--- src/design/sel_pkg.sv ---
package sel_pkg;
  // Register byte offsets on the AXI4-Lite slave.
  localparam logic [7:0] OFS_CMD  = 8'h00;
  localparam logic [7:0] OFS_DATA = 8'h04;
  localparam logic [7:0] OFS_STAT = 8'h08;
  // Command register layout.
  localparam int BIT_BUSY    = 31;
  localparam int CMD_LSB     = 28;
  localparam int BIT_TIMEOUT = 10;
  localparam int BIT_LOADED  = 9;
  // Command codes.
  localparam logic [2:0] CMD_READ   = 3'h0;
  localparam logic [2:0] CMD_LOCK   = 3'h1;
  localparam logic [2:0] CMD_UNLOCK = 3'h2;
  localparam logic [2:0] CMD_WRITE  = 3'h3;
  localparam logic [2:0] CMD_WRAL   = 3'h4;
  localparam logic [2:0] CMD_ERASE  = 3'h5;
  localparam logic [2:0] CMD_ERAL   = 3'h6;
  localparam logic [2:0] CMD_RELOAD = 3'h7;
  // Opcode bits sent on the serial link (start bit plus two).
  localparam logic [2:0] OP_READ  = 3'h6;
  localparam logic [2:0] OP_WRITE = 3'h5;
  localparam logic [2:0] OP_ERASE = 3'h7;
  localparam logic [2:0] OP_MISC  = 3'h4;
  localparam logic [7:0] SIGNATURE  = 8'ha5;
  localparam int         SRAM_BYTES = 512;
  // Timing: serial clock half period and response timeout.
  localparam int SCK_HALF      = 4;
  localparam int CLK_HZ        = 10_000_000;
  localparam int TIMEOUT_MS    = 30;
  localparam int TIMEOUT_CYC   = CLK_HZ / 1000 * TIMEOUT_MS;
  typedef enum logic [3:0] {
    ST_IDLE, ST_START, ST_SHIFT, ST_READ, ST_CSLOW, ST_WAIT, ST_DONE
  } sel_state_t;
endpackage : sel_pkg

--- src/design/sel_eeprom_loader.sv ---
// Functional notes
// - Every chip-level reset starts an EEPROM load.
// - First byte read must equal 0xA5 for the EEPROM to count as present.
// - With signature found, copy the whole EEPROM into 512-byte SRAM.
// - USB control unit reads descriptors from the SRAM copy.
// - USB PHY held disconnected until the load sequence ends; only the reset load does so, a reload leaves it connected.
// - Reload command in the command register reruns the load.
// - A reload fails when the first byte is not 0xA5.
// - Load-success flag set only after a successful load.
// - Host can read, write and erase single locations via registers.
// - Command and data registers sit in system CSR space.
// - Busy clears when the EEPROM write cycle completes.
// - All modifying commands: set busy, complete when busy clears.
// - No response within 30 ms: abandon and set timeout flag.
// - Read data valid in data register by the time busy clears.
// - Image offsets are counted in 16-bit words.
// - A zero length field means absent; use the hardware default.
//
// Implementation choices: the address map and the AXI4-Lite register port.
module sel_eeprom_loader (
  input  wire logic                      aclk,
  input  wire logic                      aresetn,
  input  wire logic [7:0]                s_axi_awaddr,
  input  wire logic                      s_axi_awvalid,
  output logic                           s_axi_awready,
  input  wire logic [31:0]               s_axi_wdata,
  input  wire logic [3:0]                s_axi_wstrb,
  input  wire logic                      s_axi_wvalid,
  output logic                           s_axi_wready,
  output logic [1:0]                     s_axi_bresp,
  output logic                           s_axi_bvalid,
  input  wire logic                      s_axi_bready,
  input  wire logic [7:0]                s_axi_araddr,
  input  wire logic                      s_axi_arvalid,
  output logic                           s_axi_arready,
  output logic [31:0]                    s_axi_rdata,
  output logic [1:0]                     s_axi_rresp,
  output logic                           s_axi_rvalid,
  input  wire logic                      s_axi_rready,
  output logic                           ee_cs,
  output logic                           ee_sck,
  output logic                           ee_di,
  input  wire logic                      ee_do,
  output logic                           usb_phy_disconnect,
  input  wire logic [8:0]                desc_addr,
  output logic [7:0]                     desc_data
);
  import sel_pkg::*;

  sel_state_t  state;
  logic [7:0]  sram [SRAM_BYTES];
  logic        do_s1, do_s2;
  logic [2:0]  cmd_code;
  logic [8:0]  cmd_addr;
  logic        busy, timeout, loaded;
  logic [7:0]  data_reg;
  logic        loading, load_first;
  logic [8:0]  load_addr;
  logic [4:0]  bit_cnt;
  logic [4:0]  nbits;
  logic [11:0] shreg;
  logic [7:0]  rx;
  logic [2:0]  div;
  logic [18:0] tmo;
  logic        aw_hold, w_hold;
  logic [7:0]  aw_q;
  logic [31:0] w_q;

  wire tick = (div == 3'(SCK_HALF - 1));
  wire [7:0] rx_next = {rx[6:0], do_s2};
  wire rx_is_sig = (rx_next == SIGNATURE);

  // Opcode and address bits for the serial frame, 12 bits, MSB first.
  function automatic logic [11:0] frame(input logic [2:0] c,
                                        input logic [8:0] a);
    unique case (c)
      CMD_READ, CMD_RELOAD: frame = {OP_READ, a};
      CMD_WRITE:            frame = {OP_WRITE, a};
      CMD_ERASE:            frame = {OP_ERASE, a};
      CMD_UNLOCK:           frame = {OP_MISC, 9'h180};
      CMD_LOCK:             frame = {OP_MISC, 9'h000};
      CMD_WRAL:             frame = {OP_MISC, 9'h080};
      CMD_ERAL:             frame = {OP_MISC, 9'h100};
    endcase
  endfunction : frame

  // Frame of the next transfer; a load always reads at load_addr.
  wire [11:0] next_frame = frame(loading ? CMD_READ : cmd_code,
                                 loading ? load_addr : cmd_addr);
  // Data-in moves while the serial clock is low, half a bit ahead of the
  // rising edge on which the EEPROM samples it, so the two never race.
  wire next_di = bit_cnt < 5'd11  ? shreg[10] :
                 bit_cnt == 5'd11 ? data_reg[7] : data_reg[6];

  // AXI4-Lite slave; address and data are caught in either order.
  wire wr_go = aw_hold && w_hold && !s_axi_bvalid;
  wire [7:0] wa = aw_q;
  wire cmd_wr = wr_go && wa == OFS_CMD && s_axi_wstrb[3] && !busy
                && w_q[BIT_BUSY];
  wire data_wr = wr_go && wa == OFS_DATA && s_axi_wstrb[0] && !busy;
  wire wa_ok = wa == OFS_CMD || wa == OFS_DATA || wa == OFS_STAT;
  wire [7:0] ra = s_axi_araddr;
  wire ra_ok = ra == OFS_CMD || ra == OFS_DATA || ra == OFS_STAT;
  wire [31:0] cmd_view = {busy, cmd_code, 17'h0, timeout, loaded, cmd_addr};
  wire [31:0] rd_mux = ra == OFS_CMD  ? cmd_view :
                       ra == OFS_DATA ? {24'h0, data_reg} :
                       ra == OFS_STAT ? {28'h0, 3'(state), loading} :
                       32'h0;

  assign s_axi_awready = !aw_hold;
  assign s_axi_wready  = !w_hold;
  assign s_axi_arready = !s_axi_rvalid;

  always_ff @(posedge aclk) begin
    if (!aresetn) begin
      aw_hold <= 1'b0;
      w_hold <= 1'b0;
      aw_q <= 8'h00;
      w_q <= 32'h0;
      s_axi_bvalid <= 1'b0;
      s_axi_bresp <= 2'h0;
      s_axi_rvalid <= 1'b0;
      s_axi_rresp <= 2'h0;
      s_axi_rdata <= 32'h0;
    end else begin
      if (s_axi_awvalid && !aw_hold) begin
        aw_hold <= 1'b1;
        aw_q <= s_axi_awaddr;
      end
      if (s_axi_wvalid && !w_hold) begin
        w_hold <= 1'b1;
        w_q <= s_axi_wdata;
      end
      if (wr_go) begin
        s_axi_bvalid <= 1'b1;
        s_axi_bresp <= wa_ok ? 2'h0 : 2'h2;
      end else if (s_axi_bvalid && s_axi_bready) begin
        s_axi_bvalid <= 1'b0;
        aw_hold <= 1'b0;
        w_hold <= 1'b0;
      end
      if (s_axi_arvalid && !s_axi_rvalid) begin
        s_axi_rvalid <= 1'b1;
        s_axi_rdata <= rd_mux;
        s_axi_rresp <= ra_ok ? 2'h0 : 2'h2;
      end else if (s_axi_rvalid && s_axi_rready) begin
        s_axi_rvalid <= 1'b0;
      end
    end
  end

  // The serial data-out pin is asynchronous to aclk.
  always_ff @(posedge aclk) begin
    do_s1 <= ee_do;
    do_s2 <= do_s1;
  end

  // Descriptor port reads the SRAM copy only.
  // The image is kept byte for byte, so word offsets and zero lengths
  // reach the control unit unchanged.
  always_ff @(posedge aclk) begin
    desc_data <= sram[desc_addr];
  end

  always_ff @(posedge aclk) begin
    if (loading && state == ST_READ && tick && ee_sck && bit_cnt == 5'd0)
      sram[load_addr] <= {rx[6:0], do_s2};
  end

  // Serial engine. Reset starts a load at address 0.
  always_ff @(posedge aclk) begin
    if (!aresetn) begin
      state <= ST_START;
      loading <= 1'b1;
      load_first <= 1'b1;
      load_addr <= 9'h000;
      usb_phy_disconnect <= 1'b1;
      busy <= 1'b0;
      timeout <= 1'b0;
      loaded <= 1'b0;
      cmd_code <= CMD_READ;
      cmd_addr <= 9'h000;
      data_reg <= 8'h00;
      ee_cs <= 1'b0;
      ee_sck <= 1'b0;
      ee_di <= 1'b0;
      bit_cnt <= 5'd0;
      nbits <= 5'd0;
      shreg <= 12'h0;
      rx <= 8'h00;
      div <= 3'd0;
      tmo <= 19'd0;
    end else begin
      div <= tick ? 3'd0 : div + 3'd1;
      if (data_wr)
        data_reg <= w_q[7:0];
      unique case (state)
        ST_IDLE: begin
          if (cmd_wr) begin
            busy <= 1'b1;
            timeout <= 1'b0;
            cmd_code <= w_q[CMD_LSB +: 3];
            cmd_addr <= w_q[8:0];
            if (w_q[CMD_LSB +: 3] == CMD_RELOAD) begin
              loading <= 1'b1;
              load_first <= 1'b1;
              load_addr <= 9'h000;
              loaded <= 1'b0;
            end
            state <= ST_START;
          end
        end
        ST_START: if (tick) begin
          ee_cs <= 1'b1;
          ee_sck <= 1'b0;
          shreg <= next_frame;
          ee_di <= next_frame[11];
          nbits <= (!loading && (cmd_code == CMD_WRITE
                    || cmd_code == CMD_WRAL)) ? 5'd20 : 5'd12;
          bit_cnt <= 5'd0;
          state <= ST_SHIFT;
        end
        ST_SHIFT: if (tick) begin
          ee_sck <= !ee_sck;
          if (ee_sck) begin
            ee_di <= next_di;
            if (bit_cnt < 5'd12)
              shreg <= {shreg[10:0], 1'b0};
            else
              data_reg <= {data_reg[6:0], data_reg[7]};
            bit_cnt <= bit_cnt + 5'd1;
            if (bit_cnt == nbits - 5'd1) begin
              ee_di <= 1'b0;
              bit_cnt <= 5'd7;
              state <= (loading || cmd_code == CMD_READ) ? ST_READ
                                                           : ST_CSLOW;
            end
          end
        end
        ST_READ: if (tick) begin
          ee_sck <= !ee_sck;
          if (ee_sck) begin
            rx <= {rx[6:0], do_s2};
            bit_cnt <= bit_cnt - 5'd1;
            if (bit_cnt == 5'd0) begin
              ee_cs <= 1'b0;
              ee_sck <= 1'b0;
              if (!loading) begin
                data_reg <= {rx[6:0], do_s2};
                busy <= 1'b0;
                state <= ST_IDLE;
              end else if (load_first && !rx_is_sig) begin
                // Absent or blank part: keep built-in defaults.
                loading <= 1'b0;
                busy <= 1'b0;
                usb_phy_disconnect <= 1'b0;
                state <= ST_IDLE;
              end else if (load_addr == 9'(SRAM_BYTES - 1)) begin
                loading <= 1'b0;
                loaded <= 1'b1;
                busy <= 1'b0;
                usb_phy_disconnect <= 1'b0;
                state <= ST_IDLE;
              end else begin
                load_first <= 1'b0;
                load_addr <= load_addr + 9'd1;
                state <= ST_START;
              end
            end
          end
        end
        ST_CSLOW: if (tick) begin
          ee_cs <= 1'b0;
          ee_di <= 1'b0;
          tmo <= 19'd0;
          state <= (cmd_code == CMD_LOCK || cmd_code == CMD_UNLOCK)
                   ? ST_DONE : ST_WAIT;
        end
        ST_WAIT: begin
          // Ready/busy is polled with chip select high after the cycle.
          ee_cs <= 1'b1;
          tmo <= tmo + 19'd1;
          if (tmo > 19'd4 && do_s2) begin
            state <= ST_DONE;
          end else if (tmo == 19'(TIMEOUT_CYC)) begin
            timeout <= 1'b1;
            state <= ST_DONE;
          end
        end
        ST_DONE: begin
          ee_cs <= 1'b0;
          busy <= 1'b0;
          state <= ST_IDLE;
        end
        default: state <= ST_IDLE;
      endcase
    end
  end

  property p_phy_held;
    @(posedge aclk) disable iff (!aresetn)
      loading && !busy |-> usb_phy_disconnect;
  endproperty
  a_phy_held: assert property (p_phy_held)
    else $error("phy released during load");

  property p_loaded_clean;
    @(posedge aclk) disable iff (!aresetn)
      $rose(loaded) |-> $past(loading) && !loading;
  endproperty
  a_loaded_clean: assert property (p_loaded_clean)
    else $error("loaded set outside load end");

  property p_busy_on_cmd;
    @(posedge aclk) disable iff (!aresetn)
      cmd_wr && state == ST_IDLE |=> busy;
  endproperty
  a_busy_on_cmd: assert property (p_busy_on_cmd)
    else $error("busy not set by command");

  property p_timeout_bound;
    @(posedge aclk) disable iff (!aresetn)
      state == ST_WAIT |-> tmo <= 19'(TIMEOUT_CYC);
  endproperty
  a_timeout_bound: assert property (p_timeout_bound)
    else $error("timeout counter overran");

  property p_reload_starts;
    @(posedge aclk) disable iff (!aresetn)
      cmd_wr && state == ST_IDLE && w_q[CMD_LSB +: 3] == CMD_RELOAD
      |=> loading && load_addr == 9'h000;
  endproperty
  a_reload_starts: assert property (p_reload_starts)
    else $error("reload did not start");

  property p_read_data;
    @(posedge aclk) disable iff (!aresetn)
      $fell(busy) && $past(state) == ST_READ && !$past(loading)
      |-> data_reg == $past(rx_next);
  endproperty
  a_read_data: assert property (p_read_data)
    else $error("read data not ready at busy clear");

  property p_sig_fail;
    @(posedge aclk) disable iff (!aresetn)
      $fell(loading) && !loaded |-> !usb_phy_disconnect;
  endproperty
  a_sig_fail: assert property (p_sig_fail)
    else $error("phy not released after failed load");

  property p_cs_idle;
    @(posedge aclk) disable iff (!aresetn)
      state == ST_IDLE && $past(state) == ST_IDLE |-> !ee_cs;
  endproperty
  a_cs_idle: assert property (p_cs_idle)
    else $error("chip select high while idle");
endmodule : sel_eeprom_loader

--- config.mk ---
export PLATFORM = sky130hd
export DESIGN_NAME = sel_eeprom_loader
export DESIGN_NICKNAME = d
export VERILOG_FILES = /design/src/design/sel_pkg.sv /design/src/design/sel_eeprom_loader.sv
export SDC_FILE = /design/constraint.sdc
export NUM_CORES = 2
export LEC_CHECK = 0
export BUFFER_PORTS_ARGS = -buffer_cell sky130_fd_sc_hd__buf_2
export CAP_MARGIN = 20
export CORE_ASPECT_RATIO = 0.8
export CORE_UTILIZATION = 45
export DETAILED_ROUTE_END_ITERATION = 10
export PLACE_DENSITY = 0.65
export SKIP_CTS_REPAIR_TIMING = 1
export SYNTH_ARGS = -nofsm -noshare
export SYNTH_HDL_FRONTEND = slang
export SYNTH_SLANG_ARGS = --single-unit
--- constraint.sdc ---
create_clock -name aclk -period 9.4 [get_ports aclk]
set_input_delay 1.41 -clock aclk [delete_from_list [all_inputs] [get_ports aclk]]
set_output_delay 1.41 -clock aclk [all_outputs]
set_load 0.05 [all_outputs]
# Yosys cells after proc, flatten, opt, wreduce, memory -nomap -nowiden
# Memory sizes are Yosys's and may differ from the RTL's. A register that Yosys moved wholly into a read port is not among the register bits.
# Index checks and enable logic that the tools add are counted.
# op_classes
n_addsub,6
order_cmp,3
eq_ne,47
mux,125
n_bitwise,1
reduce_logical,71
# ops
operator,count
$pmux 12 s7,1
$mux 9,9
$mux 8,9
$mux 1,62
$mux 4,12
$mux 11,4
$pmux 19 s2,1
$mux 5,7
$mux 32,1
$ne 2x2->1 const B,15
$reduce_and 6->1,5
$pmux 4 s6,1
$pmux 11 s2,1
$logic_and 1x1->1,21
$add 19x1->19 const B,1
$eq 19x19->1 const B,1
$gt 19x3->1 const B,1
$mux 19,1
$eq 3x3->1 const B,6
$pmux 9 s2,1
$reduce_and 9->1,2
$eq 8x3->1 const B,2
$eq 8x4->1 const B,2
$logic_not 8->1,2
39 further kinds,85
# totals
ff_bits,174
ramBits,4096
inputBits,69
output_inout_bits,53
word_cells,285
mem_count,1
# memory_table
memory,words,width,rd,rd_ports_with_merged_regs,wr,line_no,rtl
sram,512,8,1,1,1,sel_eeprom_loader.sv:51,logic [7:0] sram [SRAM_BYTES];

# Logic depth before layout (Yosys ltp)
# logic_depth
word_depth,11
depth_mapped,13
depth_no_buf,9

# Least setup slack after synthesis
# No wires, ideal clock.
# synth_path
kind,flip-flop to flip-flop
startpoint,reg rx[6]
endpoint,reg load_addr[5]
setup_time_ns,0.128
arrival_time_ns,8.419
t_required_ns,9.272
path_slack_ns,0.853
stages_incl_launch_ff,9
n_path_buf,1
path_cell_list,dfxtp_1 -> nand4bb_1 -> o41a_1 -> o21ai_0 -> nand4_1 -> buf_2 -> nor4_1 -> xnor2_1 -> nor2_1
# synth_between
elab_chain_cells,5
# synth_lines
element,line_no,rtl
from (decl),sel_eeprom_loader.sv:62,logic [7:0] rx;
from (signal assigned),sel_eeprom_loader.sv:243,"rx <= {rx[6:0], do_s2};"
$eq 8x8->1,sel_eeprom_loader.sv:71,wire rx_is_sig = (rx_next == SIGNATURE);
$logic_not 1->1,sel_eeprom_loader.sv:252,end else if (load_first && !rx_is_sig) begin
$logic_and 1x1->1,sel_eeprom_loader.sv:252,
$ne 2x2->1 (no line),--,
$reduce_and 9->1 (no line),--,
to (signal assigned),sel_eeprom_loader.sv:266,load_addr <= load_addr + 9'd1;
to (decl),sel_eeprom_loader.sv:58,logic [8:0] load_addr;
# No other way between the ends.
# A chain may end at the register's enable or synchronous reset.

==> metrics <==
Root Buffer=clkbuf_16; max_cap viols=0; post-layout util=50.1%; Post-Place Worst Slack=~3.3 ns; Post-synth EDFFs=4,096; Clock Path Buffers=4; Comb pwr share=~4.2%; mapped cell area=between 0.15 and 0.2 mm2; Worst-Margin Slew=1.34 ns; setup violators final=0; clock slew at reported path FFs=roughly 0.060 ns; Die Span Y=roughly 550 um; LEAKAGE=between 0.05 and 0.06 uW; Pwr Total=38,100 uW; Crit Path Class=in2reg; remaining global-route overflow=0; Avg Cell Area, Syn=18.8 um2; Slew Viols, Final=0; vias in the first global route=85.8k; internal power=30,000 uW; Chip Width=684 um; Peak VDD IR=0.150 mV; port buffer count=just over 80; routed wire length=430 mm; Synth Register Bits=around 4.2k; Max Clock Skew=between 0.07 and 0.08 ns; Core ar.=between 0.3 and 0.4 mm2; switch share=21.3%; initial antenna violation count=25; Ys Warns=0; Hold Vio Cnt, Final=0; final period utilization=56.6%; Worst EP arrival=roughly 6.3 ns; Top reg by flops=sram; total CTS buffers=roughly 400; prevailing post-synth register cell=edfxtp_1; Synth cell types=89; setup slack after layout=4.08 ns; Sink Count=4,237; biggest regs=sram: 4096 flops, tmo: 19 flops, s_axi_rdata: 15 flops; Hold/Removal Path Class=reg2reg; Max-slew headroom=approximately a tenth; fin crit period=5.32 ns; DRT Pass-1 Iters=8; first-pass GRT wire length=just over 600 mm; # IOs=122; fillers=between 20k and 30k; DRT iter0 DRCs=11.7k; # rows=199; synthesized instance count=slightly below 9k; die area=0.375 mm2; number of flip-flops in the largest register=4,096; CP required=10.33 ns; status=finished clean; CP endpoint kind=register; final net count=between 9k and 10k; worst skew pair latency=1.00 ns; pin count of the biggest net entering global routing=193; H-tree depth=5; sum of negative setup slack=0 ns; WL per Instance=30.2 um; synthesis-to-finish area growth=10.4%; Startpoint Class=primary input; Post-synth ARST share=0%; DRT antenna net count=0; CP Max Fanout=53; Via Count=~88k; CTS tree=built; PwrDens=206 mW/mm2; WHS=0.326 ns; RSZ-0062 raised after global routing=no; layout cells sized above 1=between 10% and 20%; Clock Power Share=between 40% and 50%; initial core utilization=a little under half; Placer Congestion=0.889; f_max=0.188 GHz; Flop pwr share=a little over half; switching power total=8110 uW; vias per inst=just over 6; Residual DRC=0; Total GRT Usage=around 22%; sequential area share after synthesis=75.1%; detailed placement HPWL=258 mm
==> critical path, cell delays in order <==
cell and delay, ns:
buf_6 0.27, buf_4 0.51, nand2_8 0.34, buf_4 0.48, o221ai_1 0.55, a211oi_1 0.20
nor4_1 1.01, nand4_1 0.57, nand4_1 0.49, and4_1 0.26
==> power groups by stage <==
stage,clock network (uW),registers [uW],logic (uW)
CTS,16200,20500,1570
global placement,0,20900,1550
detailed placement,0,20900,1570
finish,16000,20500,1580
floorplan,0,20900,1100
global route,16800,20500,1660
==> area by class of cell <==
class                   count  area (um2)  area share, %
well taps                4924        6160           3.33
clock buffers             500       10600           5.75
inverters                  28         119         0.0643
flip-flops and latches   4237      126000           68.0
repair buffers            230        1890           1.02
multi-input cells        4077       38000           20.6
clock inverters           228        2230           1.20
diodes                     19        47.5         0.0257
==> metal layers <==
layer | part of all wire [%] | vias to the layer above | track usage, %
met5 | 0.014 | - | 0
met4 | 2.6 | 8 | 5.92
met3 | 11 | 690 | 6.08
met2 | 45 | 4802 | 33.2
met1 | 41 | 46163 | 32.6
li1 | - | 36585 | -
==> metrics by stage <==
stage               instance area (um2)  instances
floorplan                        168000       8937
global route                     185000      14230
global placement                 172000      13489
finish                           185000      14243
CTS                              185000      14219
detailed placement               172000      13491
==> cell usage in the layout (no fill, tap or decap), types with 34 or more instances in the layout <==
cell / n
a211oi_1: 46
a21oi_1: 225
a22oi_1: 75
buf_2: 78
buf_4: 119
bufinv_16: 34
clkbuf_1: 80
clkbuf_16: 407
clkinv_1: 83
clkinv_2: 69
dfxtp_1: 133
edfxtp_1: 4096
mux2i_1: 763
mux4_2: 668
nand2_1: 258
nand3_1: 44
nand4_1: 51
nor2_1: 707
nor3_1: 166
nor4_1: 56
o21ai_0: 115
o221ai_1: 247
o22ai_1: 218
==> path summary, 6_finish.rpt <==
kind                          from                endpoint  slack (ns)  depth (start not counted)
max                   desc_addr[2]    desc_data[1]$_DFF_P_        4.08                         10
min                  do_s1$_DFF_P_           do_s2$_DFF_P_        0.33                          0
max reg2reg  state[0]$_SDFFE_PN1P_  sram[182][3]$_DFFE_PP_        4.29                          7
min reg2reg          do_s1$_DFF_P_           do_s2$_DFF_P_        0.33                          0
==> cells in the mapped netlist, drive strengths merged, types with 7 or more instances <==
cell type  count  share of area (%)
o221ai       248                1.3
nand4         51               0.19
o22a          15              0.078
a2111oi       15              0.087
o21ai        117               0.35
nor2b         19              0.071
a22oi         75               0.34
a21oi        225               0.67
a221o          7              0.043
o22ai        219               0.82
dfxtp        141                1.7
and2          19              0.071
nor4b          7              0.040
mux2          16               0.11
o32ai          7              0.037
and4           8              0.042
inv           28              0.063
a22o           9              0.047
mux4         687                9.3
o21a          19              0.085
nor4bb        12              0.072
xnor2          7              0.037
nand2        274               0.62
a2bb2oi        7              0.037
a211oi        46               0.21
a31oi         29               0.11
and3          16              0.063
mux2i        763                4.6
clkbuf       272               0.62
buf          319                1.6
o41ai          7              0.037
edfxtp      4096                 73
or2           29               0.11
or3           24              0.090
nor3b         17              0.076
nand3         44               0.13
nand2b        20              0.075
nor4          57               0.22
ha            12              0.090
nor3         168               0.50
nor2         710                1.6
==> kinds of logic (layout without fill, tap and decap cells) <==
logic type	Yosys count	after routing	synth area share [%]
other cells	1	38	0.00224
fa+ha+maj	12	12	0.0896
compound gates	1073	1073	4.39
xor+xnor	10	10	0.0605
mux	1466	1466	13.9
flops	4237	4237	75.1
simple gates	1497	1497	4.07
buf+inv	623	986	2.32
No activity file was read; power rests on OpenSTA's default activity.
